### config.mk
export PLATFORM = sky130hd
export DESIGN_NAME = spatial_direction_index_decoder
export DESIGN_NICKNAME = d
export VERILOG_FILES = /design/src/pkg/sdir_pkg.sv /design/src/rtl/spatial_direction_index_decoder.sv
export SDC_FILE = /design/constraint.sdc
export NUM_CORES = 1
export LEC_CHECK = 0
export BUFFER_PORTS_ARGS = -buffer_cell sky130_fd_sc_hd__buf_2
export CAP_MARGIN = 0
export CORE_MARGIN = 5
export CORE_UTILIZATION = 40
export DETAILED_ROUTE_END_ITERATION = 12
export SLEW_MARGIN = 25
export SYNTH_ARGS = -nofsm -noshare
export SYNTH_HDL_FRONTEND = slang
export SYNTH_SLANG_ARGS = --single-unit
### constraint.sdc
create_clock -name ref_clk -period 18.7 [get_ports ref_clk]
set_input_delay 0.935 -clock ref_clk [delete_from_list [all_inputs] [get_ports ref_clk]]
set_output_delay 0.935 -clock ref_clk [all_outputs]
set_load 0.02 [all_outputs]
### src/pkg/sdir_pkg.sv
// Constants for the spatial direction index decoder.
// Assumes angles in signed fixed point, ANG_SCALE units per degree.
package sdir_pkg;
  // Fixed point: 1 LSB = 1/64 degree
  localparam int ANG_W = 16;
  localparam int ANG_SCALE = 64;
  localparam int HALF_TURN = 180 * ANG_SCALE;
  localparam int FULL_TURN = 360 * ANG_SCALE;
  localparam int IDX_W = 16;
  localparam int GRID_W = 5;
  localparam int MAX_GRID = 11;
  localparam int WIDE_GRID = 16;
  localparam int SLOPE_FRAC = 8;
  // Elevation step in degrees, per grid bit count 0..16
  localparam int ELEV_STEP_DEG [0:16] = '{0, 0, 0, 45, 45, 30, 30, 20,
    15, 12, 10, 9, 0, 0, 0, 0, 5};
  // Log2 of point count on the zero-elevation circle, per grid bit count
  localparam int EQ_LOG2 [0:16] = '{0, 1, 2, 2, 3, 4, 5, 6, 7, 8, 9, 10,
    0, 0, 0, 0, 15};
  // Elevation at or above this selects the second break set (degrees)
  localparam int DECOMP_SEL_DEG = 30;
  // Input and output breakpoints of the piecewise-linear decompander
  localparam int DECOMPAND_INPUT_BREAKS [0:1][0:5] = '{
    '{0, 30, 60, 90, 135, 180}, '{0, 45, 90, 120, 150, 180}};
  localparam int DECOMPAND_OUTPUT_BREAKS [0:1][0:5] = '{
    '{0, 20, 45, 80, 130, 180}, '{0, 30, 70, 110, 145, 180}};
  // Segment slopes, output span over input span, SLOPE_FRAC fraction bits
  localparam int DECOMP_SLOPE [0:1][0:4] = '{
    '{171, 213, 299, 284, 284}, '{171, 228, 341, 299, 299}};
  // Controller states, Gray coded from ST_IDLE via ST_SEARCH, ST_AZIM and ST_DECOMP to ST_PUSH
  typedef enum logic [2:0] {
    ST_IDLE = 3'h0,
    ST_SEARCH = 3'h1,
    ST_AZIM = 3'h3,
    ST_DECOMP = 3'h2,
    ST_PUSH = 3'h6
  } dec_state_t;
  typedef enum logic [1:0] {
    TB_IDLE = 2'h0,
    TB_MAIN = 2'h1,
    TB_EXTRA = 2'h3
  } tb_state_t;
endpackage

### src/rtl/spatial_direction_index_decoder.sv
// Spatial direction decoder: truncated-binary bit reader plus spherical
// index deindexer and angle dequantizer with a two-entry output buffer.
// Assumes upstream logic on ref_clk; bits arrive MSB first.
//
// Overview of operation
// RQ1: Each dequantization takes index and grid bits
// RQ2: Zero-bit grid gives zero elevation and azimuth
// RQ3: One-bit grid: azimuth 0 or -180 degrees
// RQ4: Two-bit grid: zero elevation, generic azimuth path
// RQ5: Enumerate equator, then alternating positive, negative circles
// RQ6: Support grids of 1 to 11 and 16 bits
// RQ7: Upper mode: consecutive nonnegative circles only
// RQ8: Search cumulative offsets, sign from upper/lower circle
// RQ9: Circle number is elevation, remainder is azimuth index
// RQ10: Elevation equals signed index times grid step
// RQ11: Azimuth index times step plus shift, wrapped
// RQ12: Upper mode decompands absolute azimuth piecewise-linearly
// RQ13: Breakpoint set chosen by dequantized elevation
// RQ14: Decompanded azimuth keeps its original sign
// RQ15: Truncated binary: floor log2 width, threshold, extra bit
// RQ16: Every index accepted maps to one angle pair
// RQ17: Parser holds inputs until handshake, MSB first
// RQ18: Fixed-point angles, result flagged valid once
`timescale 1ns/1ps
module spatial_direction_index_decoder
  import sdir_pkg::*;
#(
  parameter int IDX_BITS = IDX_W,
  parameter int SYM_BITS = 16
) (
  input wire logic ref_clk, // Clock, 25 MHz
  input wire logic rst, // Asynchronous reset, active high
  input wire logic ce, // Clock enable, freezes all state when low
  input wire logic upper_hemisphere_mode, // Upper-hemisphere-only grids
  input wire logic idxValid, // Spherical index offered
  input wire logic [IDX_BITS-1:0] idxIn, // Spherical index
  input wire logic [GRID_W-1:0] gridBits, // Grid bit count
  output logic idxReady, // Index accepted when high with idxValid
  output logic angValid, // Angle pair available
  output logic signed [ANG_W-1:0] elevation, // Elevation, 1/64 degree
  output logic signed [ANG_W-1:0] azimuth, // Azimuth, 1/64 degree
  input wire logic angReady, // Renderer takes the pair
  input wire logic tbReq, // Truncated-binary read request
  input wire logic [SYM_BITS-1:0] tbSize, // Alphabet size, at least 1
  output logic tbBusy, // Reader busy
  input wire logic bitValid, // Bitstream bit offered
  input wire logic bitIn, // Bitstream bit
  output logic bitReady, // Bit consumed when high with bitValid
  output logic tbDone, // One-cycle pulse, symbol decoded
  output logic [SYM_BITS-1:0] tbValue // Decoded symbol
);

  // Floor of log2 for the reader width
  function automatic logic [4:0] floor_log2(input logic [SYM_BITS-1:0] v);
    logic [4:0] r;
    r = 5'h00;
    for (int i = 0; i < SYM_BITS; i++) begin
      if (v[i]) begin
        r = 5'(i);
      end
    end
    return r;
  endfunction

  // Points per circle as log2, shrinking one step per circle
  function automatic logic [4:0] circ_log2(input logic [4:0] l0,
                                           input logic [4:0] c);
    return (c >= l0) ? 5'h00 : 5'(l0 - c);
  endfunction

  // Truncated-binary reader state and working registers
  tb_state_t tbState;
  logic [4:0] tbLeft;
  logic [SYM_BITS:0] tbAcc;
  logic [SYM_BITS:0] tbThresh;
  // Width, threshold and accumulator with the new bit shifted in
  wire logic [4:0] tbWidth = floor_log2(tbSize); // [RQ15]
  wire logic [SYM_BITS+1:0] tbThreshCalc =
    ((SYM_BITS+2)'(1) << (tbWidth + 5'h01)) - (SYM_BITS+2)'(tbSize);
  wire logic bitTake = bitReady && bitValid; // [RQ17]
  wire logic [SYM_BITS:0] tbShift = {tbAcc[SYM_BITS-1:0], bitIn};
  wire logic tbMainEnd = (tbState == TB_MAIN) && bitTake &&
    (tbLeft == 5'h01);
  wire logic tbNeedExtra = tbShift >= tbThresh; // [RQ15]
  wire logic [SYM_BITS:0] tbExtraVal = tbShift - tbThresh; // [RQ15]

  // Reader sequencing: read width bits, then maybe one more
  always_ff @(posedge ref_clk or posedge rst) begin
    if (rst) begin
      tbState <= TB_IDLE;
      tbLeft <= 5'h00;
      tbAcc <= '0;
      tbThresh <= '0;
      tbDone <= 1'b0;
      tbValue <= '0;
      tbBusy <= 1'b0;
      bitReady <= 1'b0;
    end else if (ce) begin
      tbDone <= 1'b0;
      case (tbState)
        TB_IDLE: begin
          if (tbReq) begin
            tbThresh <= tbThreshCalc[SYM_BITS:0];
            tbAcc <= '0;
            tbLeft <= tbWidth;
            if (tbWidth == 5'h00) begin
              tbValue <= '0; // Size one: no bits, value zero
              tbDone <= 1'b1;
            end else begin
              tbState <= TB_MAIN;
              tbBusy <= 1'b1;
              bitReady <= 1'b1;
            end
          end
        end
        TB_MAIN: begin
          if (bitTake) begin
            tbAcc <= tbShift;
            tbLeft <= tbLeft - 5'h01;
            if (tbMainEnd && !tbNeedExtra) begin
              tbValue <= tbShift[SYM_BITS-1:0]; // [RQ15]
              tbDone <= 1'b1;
              tbState <= TB_IDLE;
              tbBusy <= 1'b0;
              bitReady <= 1'b0;
            end else if (tbMainEnd) begin
              tbState <= TB_EXTRA; // [RQ15]
            end
          end
        end
        TB_EXTRA: begin
          if (bitTake) begin
            tbValue <= tbExtraVal[SYM_BITS-1:0]; // [RQ15]
            tbDone <= 1'b1;
            tbState <= TB_IDLE;
            tbBusy <= 1'b0;
            bitReady <= 1'b0;
          end
        end
        default: begin
          tbState <= TB_IDLE;
          tbBusy <= 1'b0;
          bitReady <= 1'b0;
        end
      endcase
    end
  end

  // Deindexer: held request, circle search state and results
  dec_state_t state;
  logic [IDX_BITS-1:0] idxHold;
  logic [4:0] gridHold;
  logic upperHold;
  logic [4:0] circ; // Absolute circle number
  logic lowerSide; // Circle currently tested is the negative one
  logic [IDX_BITS:0] offset; // Cumulative offset before tested circle
  logic negElev;
  logic [IDX_BITS-1:0] azIdx;
  logic signed [ANG_W-1:0] elevRes;
  logic signed [ANG_W-1:0] azRes;

  // Supported grid sizes; any other count behaves as the zero grid
  wire logic gridOk = (gridBits <= GRID_W'(MAX_GRID)) ||
    (gridBits == GRID_W'(WIDE_GRID)); // [RQ6]
  wire logic [4:0] gridEff = gridOk ? gridBits : 5'h00;
  // Size of the circle under test and the running offset
  wire logic [4:0] l0 = 5'(EQ_LOG2[gridHold]);
  wire logic [4:0] circLog = circ_log2(l0, circ);
  wire logic [IDX_BITS:0] circPts = (IDX_BITS+1)'(1) << circLog;
  wire logic [IDX_BITS:0] nextOff = offset + circPts; // [RQ8]
  wire logic found = {1'b0, idxHold} < nextOff; // [RQ8]
  wire logic lastCirc = circ >= gridHold; // Guard against overrun
  // Upper mode walks circles in order, else equator, +1, -1, +2, -2
  wire logic nextLower = !upperHold && (circ != 5'h00) && !lowerSide;
  wire logic [4:0] nextCirc = nextLower ? circ : circ + 5'h01; // [RQ5] [RQ7]
  // Remainder inside the found circle is the azimuth index
  wire logic [IDX_BITS:0] azIdxCalc = {1'b0, idxHold} - offset; // [RQ9]

  // Generic azimuth: index times step plus odd-circle half step
  wire logic [IDX_BITS+15:0] azProd =
    (IDX_BITS+16)'(azIdx) * (IDX_BITS+16)'(FULL_TURN);
  wire logic [IDX_BITS+15:0] azBase = azProd >> circLog; // [RQ11]
  wire logic [IDX_BITS+15:0] azShift = circ[0] ?
    ((IDX_BITS+16)'(FULL_TURN) >> (circLog + 5'h01)) : '0; // [RQ11]
  wire logic [IDX_BITS+15:0] azSum = azBase + azShift;
  // Fold into the half-open range around zero
  wire logic [IDX_BITS+15:0] azWrap =
    (azSum >= (IDX_BITS+16)'(HALF_TURN)) ?
    azSum - (IDX_BITS+16)'(FULL_TURN) : azSum; // [RQ11]
  wire logic signed [ANG_W-1:0] azGeneric = ANG_W'(azWrap);

  // Elevation: circle times grid step, signed by hemisphere
  wire logic [ANG_W-1:0] elevStep =
    ANG_W'(ELEV_STEP_DEG[gridHold] * ANG_SCALE);
  wire logic [ANG_W-1:0] elevMag = ANG_W'(circ * elevStep); // [RQ10]
  wire logic signed [ANG_W-1:0] elevGeneric =
    negElev ? -$signed(elevMag) : $signed(elevMag); // [RQ10]

  // Decompander: break set from elevation, segment from abs azimuth
  wire logic azNeg = azRes < 0;
  wire logic [ANG_W-1:0] azAbs = azNeg ? ANG_W'(-azRes) : ANG_W'(azRes);
  wire logic [ANG_W-1:0] elAbs = elevRes[ANG_W-1] ? ANG_W'(-elevRes) :
    ANG_W'(elevRes);
  wire logic breakSet = elAbs >= ANG_W'(DECOMP_SEL_DEG * ANG_SCALE); // [RQ13]
  // Lowest segment whose upper break covers the magnitude
  logic [2:0] seg;
  always_comb begin
    seg = 3'h4;
    for (int k = 4; k >= 0; k--) begin
      if (azAbs <= ANG_W'(DECOMPAND_INPUT_BREAKS[breakSet][k+1] *
          ANG_SCALE)) begin
        seg = 3'(k); // [RQ12]
      end
    end
  end
  // Interpolate from the lower break; fraction truncated
  wire logic [ANG_W-1:0] segIn =
    ANG_W'(DECOMPAND_INPUT_BREAKS[breakSet][seg] * ANG_SCALE);
  wire logic [ANG_W-1:0] segOut =
    ANG_W'(DECOMPAND_OUTPUT_BREAKS[breakSet][seg] * ANG_SCALE);
  wire logic [ANG_W+8:0] segSlope = (ANG_W+9)'(DECOMP_SLOPE[breakSet][seg]);
  wire logic [ANG_W+8:0] segProd =
    (ANG_W+9)'(azAbs - segIn) * segSlope; // [RQ12]
  wire logic [ANG_W-1:0] decompAbs =
    segOut + ANG_W'(segProd >> SLOPE_FRAC); // [RQ12]
  wire logic signed [ANG_W-1:0] decompRes =
    azNeg ? -$signed(decompAbs) : $signed(decompAbs); // [RQ14]

  // Two-entry output buffer: head drives the ports, spare catches stalls
  logic spareValid;
  logic signed [ANG_W-1:0] spareElev;
  logic signed [ANG_W-1:0] spareAz;
  // Decoder waits in PUSH while both entries are taken
  wire logic pop = angValid && angReady;
  wire logic bufFull = angValid && spareValid;
  wire logic push = (state == ST_PUSH) && !bufFull; // [RQ18]

  // Index accept and result computation
  always_ff @(posedge ref_clk or posedge rst) begin
    if (rst) begin
      state <= ST_IDLE;
      idxHold <= '0;
      gridHold <= 5'h00;
      upperHold <= 1'b0;
      circ <= 5'h00;
      lowerSide <= 1'b0;
      offset <= '0;
      negElev <= 1'b0;
      azIdx <= '0;
      elevRes <= '0;
      azRes <= '0;
      idxReady <= 1'b0;
    end else if (ce) begin
      case (state)
        ST_IDLE: begin
          idxReady <= 1'b1;
          if (idxReady && idxValid) begin // [RQ1] [RQ17]
            idxReady <= 1'b0;
            idxHold <= idxIn;
            gridHold <= gridEff;
            upperHold <= upper_hemisphere_mode;
            circ <= 5'h00;
            lowerSide <= 1'b0;
            offset <= '0;
            negElev <= 1'b0;
            elevRes <= '0;
            azRes <= '0;
            if (gridEff == 5'h00) begin
              state <= ST_PUSH; // [RQ2]
            end else if (gridEff == 5'h01) begin
              azRes <= idxIn[0] ? -ANG_W'(HALF_TURN) : '0; // [RQ3]
              state <= ST_PUSH;
            end else if (gridEff == 5'h02) begin
              azIdx <= idxIn; // [RQ4]
              state <= ST_AZIM;
            end else begin
              state <= ST_SEARCH; // [RQ5]
            end
          end
        end
        ST_SEARCH: begin
          if (found || lastCirc) begin
            negElev <= lowerSide; // [RQ8]
            azIdx <= azIdxCalc[IDX_BITS-1:0]; // [RQ9]
            state <= ST_AZIM;
          end else begin
            offset <= nextOff; // [RQ8]
            circ <= nextCirc;
            lowerSide <= nextLower;
          end
        end
        ST_AZIM: begin
          elevRes <= elevGeneric; // [RQ9] [RQ10]
          azRes <= azGeneric; // [RQ11]
          state <= upperHold ? ST_DECOMP : ST_PUSH; // [RQ12]
        end
        ST_DECOMP: begin
          azRes <= decompRes; // [RQ12] [RQ14]
          state <= ST_PUSH;
        end
        ST_PUSH: begin
          if (!bufFull) begin
            state <= ST_IDLE; // [RQ16]
          end
        end
        default: begin
          state <= ST_IDLE;
          idxReady <= 1'b0;
        end
      endcase
    end
  end

  // Output buffer: head register feeds the ports directly
  always_ff @(posedge ref_clk or posedge rst) begin
    if (rst) begin
      angValid <= 1'b0;
      elevation <= '0;
      azimuth <= '0;
      spareValid <= 1'b0;
      spareElev <= '0;
      spareAz <= '0;
    end else if (ce) begin
      if (!angValid || pop) begin
        angValid <= spareValid || push; // [RQ18]
        elevation <= spareValid ? spareElev : elevRes;
        azimuth <= spareValid ? spareAz : azRes;
        spareValid <= spareValid && push;
        if (spareValid && push) begin
          spareElev <= elevRes;
          spareAz <= azRes;
        end
      end else if (push) begin
        spareValid <= 1'b1;
        spareElev <= elevRes;
        spareAz <= azRes;
      end
    end
  end

endmodule

==> metrics.csv <==
stage,metric,value,unit
timing,fin. max-slew vios,0,
setup_path,CP required,19170,ps
synthesis,"count leader, synth",nand2_1,
synthesis,"Cell Area, Synth",26100,µm²
outcome,status,"finished, final reports clean",
drt,vias,22414,
synthesis,share of the yosys chip area belonging to registers,19.5,%
synthesis,Synth Warn #,0,
drt,DRT iter0 DRCs,1563,
cells_and_area,Area growth syn-to-layout,8.30,%
setup_path,R2R depth,55,
timing,Finish-stage setup viols,0,
setup_path,CP endpoint kind,flip-flop,
timing,RSZ-0062 raised after global routing,no,
cells_and_area,share of cells above drive strength 1,8.39,%
setup_path,CP max stage cell,xor2_1,
timing,fin crit share,75.1,%
drt,final WL,71200,µm
synthesis,"EDFF count, synth",0,
setup_path,Crit Path Class,flip-flop to flip-flop,
setup_path,CP endpoint,azRes[15],
timing,Final Hold Viols,0,
global_route,first-pass GRT wire length,117000,µm
synthesis,Synth Flop Type,dfrtp_1,
global_route,total track usage,19.8,%
clocking,TritonCTS buffer count,25,
drt,drt wl/cell,17.3,µm
clocking,Max Buffers Root-to-Sink,3,
synthesis,largest cells by area after synthesis,"dfrtp_1 (20%), ha_1 (15%), fa_1 (11%)",
timing,Max Freq,71.2,MHz
synthesis,synth cell count leaders,"nand2_1 (391), inv_1 (343), ha_1 (304)",
synthesis,post-synthesis cell count,3225,
drt,length of the first detailed-routing pass in iterations,6,
setup_path,CP peak stage delay,600,ps
clocking,"Clk Latency, worst-skew pair",550,ps
setup_path,R2R Setup Slk,4660,ps
min_path,Hold Path Class,input port to asynchronous set/reset pin,
setup_path,critical path peak fanout,16,
setup_path,WP depth,55,
synthesis,ys async rst share,100,%
setup_path,Crit Reg-Reg Endpoint,azRes[15],
place,DPL Wire Length,56400,µm
drt,DRC,0,
timing,Slew headroom,34.4,%
timing,Final min period,14040,ps
place,Placer Congestion,0.948,
clocking,CTS resizes,0,
floorplan,die area,70500,µm²
drt,ANT nets after route,0,
synthesis,flip-flop and latch count after synthesis,204,
timing,Worst Max-Slew Pin Slew,977,ps
clocking,"CTS clk-pin slew, worst paths",60,ps
floorplan,starting density of the core,40.5,%
floorplan,Die H,266,µm
global_route,initial antenna violation count,2,
drt,vias per inst,5.44,
clocking,CTS hold repair buffers,0,
floorplan,core area,64600,µm²
floorplan,# IOs,99,
cells_and_area,Final Instance Area,28300,µm²
global_route,number of global-route vias before repair,21618,
setup_path,Critical Path Source Type,flip-flop,
clocking,CTS tree,yes,
place,I/O Buffers,92,
place,dpl cell area,27400,µm²
clocking,postcts setup bufs,0,
cells_and_area,biggest regs,"offset x17, tbThresh x17",
synthesis,top-area cell type share of the netlist area,19.5,%
synthesis,Cell variety after synth,98,
clocking,clock tree sinks,204,
clocking,Root Buffer,clkbuf_16,
setup_path,kind of cell adding the most delay to the critical path,adder cells,
cells_and_area,"Net count, final",3748,
run,max-cap viol count,0,
setup_path,worst r2r src,elevRes[7],
synthesis,dominant cell type by area after synthesis,dfrtp_1,
global_route,global route total overflow,0,
floorplan,DIE WIDTH,266,µm
synthesis,synthesized area per cell,8.10,µm²
setup_path,worst path bufs/invs,8,
setup_path,worst path arrival time,14510,ps
timing,final setup skew,24.7,ps
global_route,largest net degree at the start of global routing,74,
floorplan,Cell Rows,93,
timing,setup TNS,0,ps
setup_path,Worst setup startpoint,elevRes[7],
clocking,H-tree depth,1,
==> metal layers <==
metal	share of wire (%)	up-vias	GRT usage [%]
met1	48	10656	29.1
li1	-	11136	-
met2	44	530	31.4
met5	0.018	-	0
met3	5.5	90	2.79
met4	1.9	2	3.63
==> metrics by stage <==
step / setup slack (ps) / utilization [%] / hold WS, ps / instances
final: 4660 / 43.8 / 436 / 4123
after global routing: 3440 / 43.8 / 482 / 4122
after CTS: 4700 / 43.8 / 441 / 4121
after detailed placement: 4750 / 42.5 / 466 / 4077
after global placement: 5030 / 42.4 / 458 / 4077
after floorplan: 6140 / - / 445 / 3230
==> cell usage in the layout (no fill, tap or decap), types with 15 or more instances in the layout <==
cell and n:
o21bai_1 21, buf_2 92, inv_1 342, mux2_2 46, nor2b_1 50, xor2_1 43
mux2i_1 62, nand4_1 20, or3_1 18, a21boi_0 15, clkbuf_16 25, o21a_1 25
a31oi_1 16, o21ai_0 181, and3_1 25, nand2b_1 52, fa_1 148, buf_4 33
o31ai_1 21, and2_1 35, o41ai_1 16, nor3_1 57, a21o_1 60, nand2_1 391
xnor2_1 103, dfrtp_1 204, nor2_1 279, ha_1 304, nor4_1 23, nand3_1 71
a22oi_1 15, a21oi_1 190, o211ai_1 26, or2_2 20, a211oi_1 26
==> final cells by class <==
class                      instances  area (µm²)
antenna                            1        2.50
timing repair buffer             126         736
fill                            6585       36300
clock buffer                      28         657
tap                              855        1070
inverter                         349        1320
sequential                       204        5100
multi-input combinational       2544       19200
clock inverter                    16         196
==> kinds of logic (layout without fill, tap and decap cells) <==
kind of cell	Yosys count	in the layout	synth area share (%)
AO/OA/AOI/OAI	734	734	18.3
XOR/XNOR	148	148	5.02
adder cells (fa/ha/maj)	453	453	25.9
buffers and inverters	482	519	7.10
flip-flops	204	204	19.5
multiplexers	109	109	4.40
other	2	8	0.0287
AND/OR/NAND/NOR	1093	1093	19.7
==> worst min-delay path by stage <==
stage               start     endpoint  cells after the start
2_1_floorplan   tbAcc[15]    tbAcc[15]                      2
3_3_place_gp   azimuth[1]   azimuth[1]                      2
3_5_place_dp   azimuth[6]   azimuth[6]                      2
4_1_cts               rst     tbAcc[0]                      2
5_1_grt               rst  tbThresh[8]                      2
6_report              rst   tbValue[1]                      2
Power is left out: the tool's default activity adds up to more than one toggle a clock period on the data nets, which glitch-free logic cannot reach.
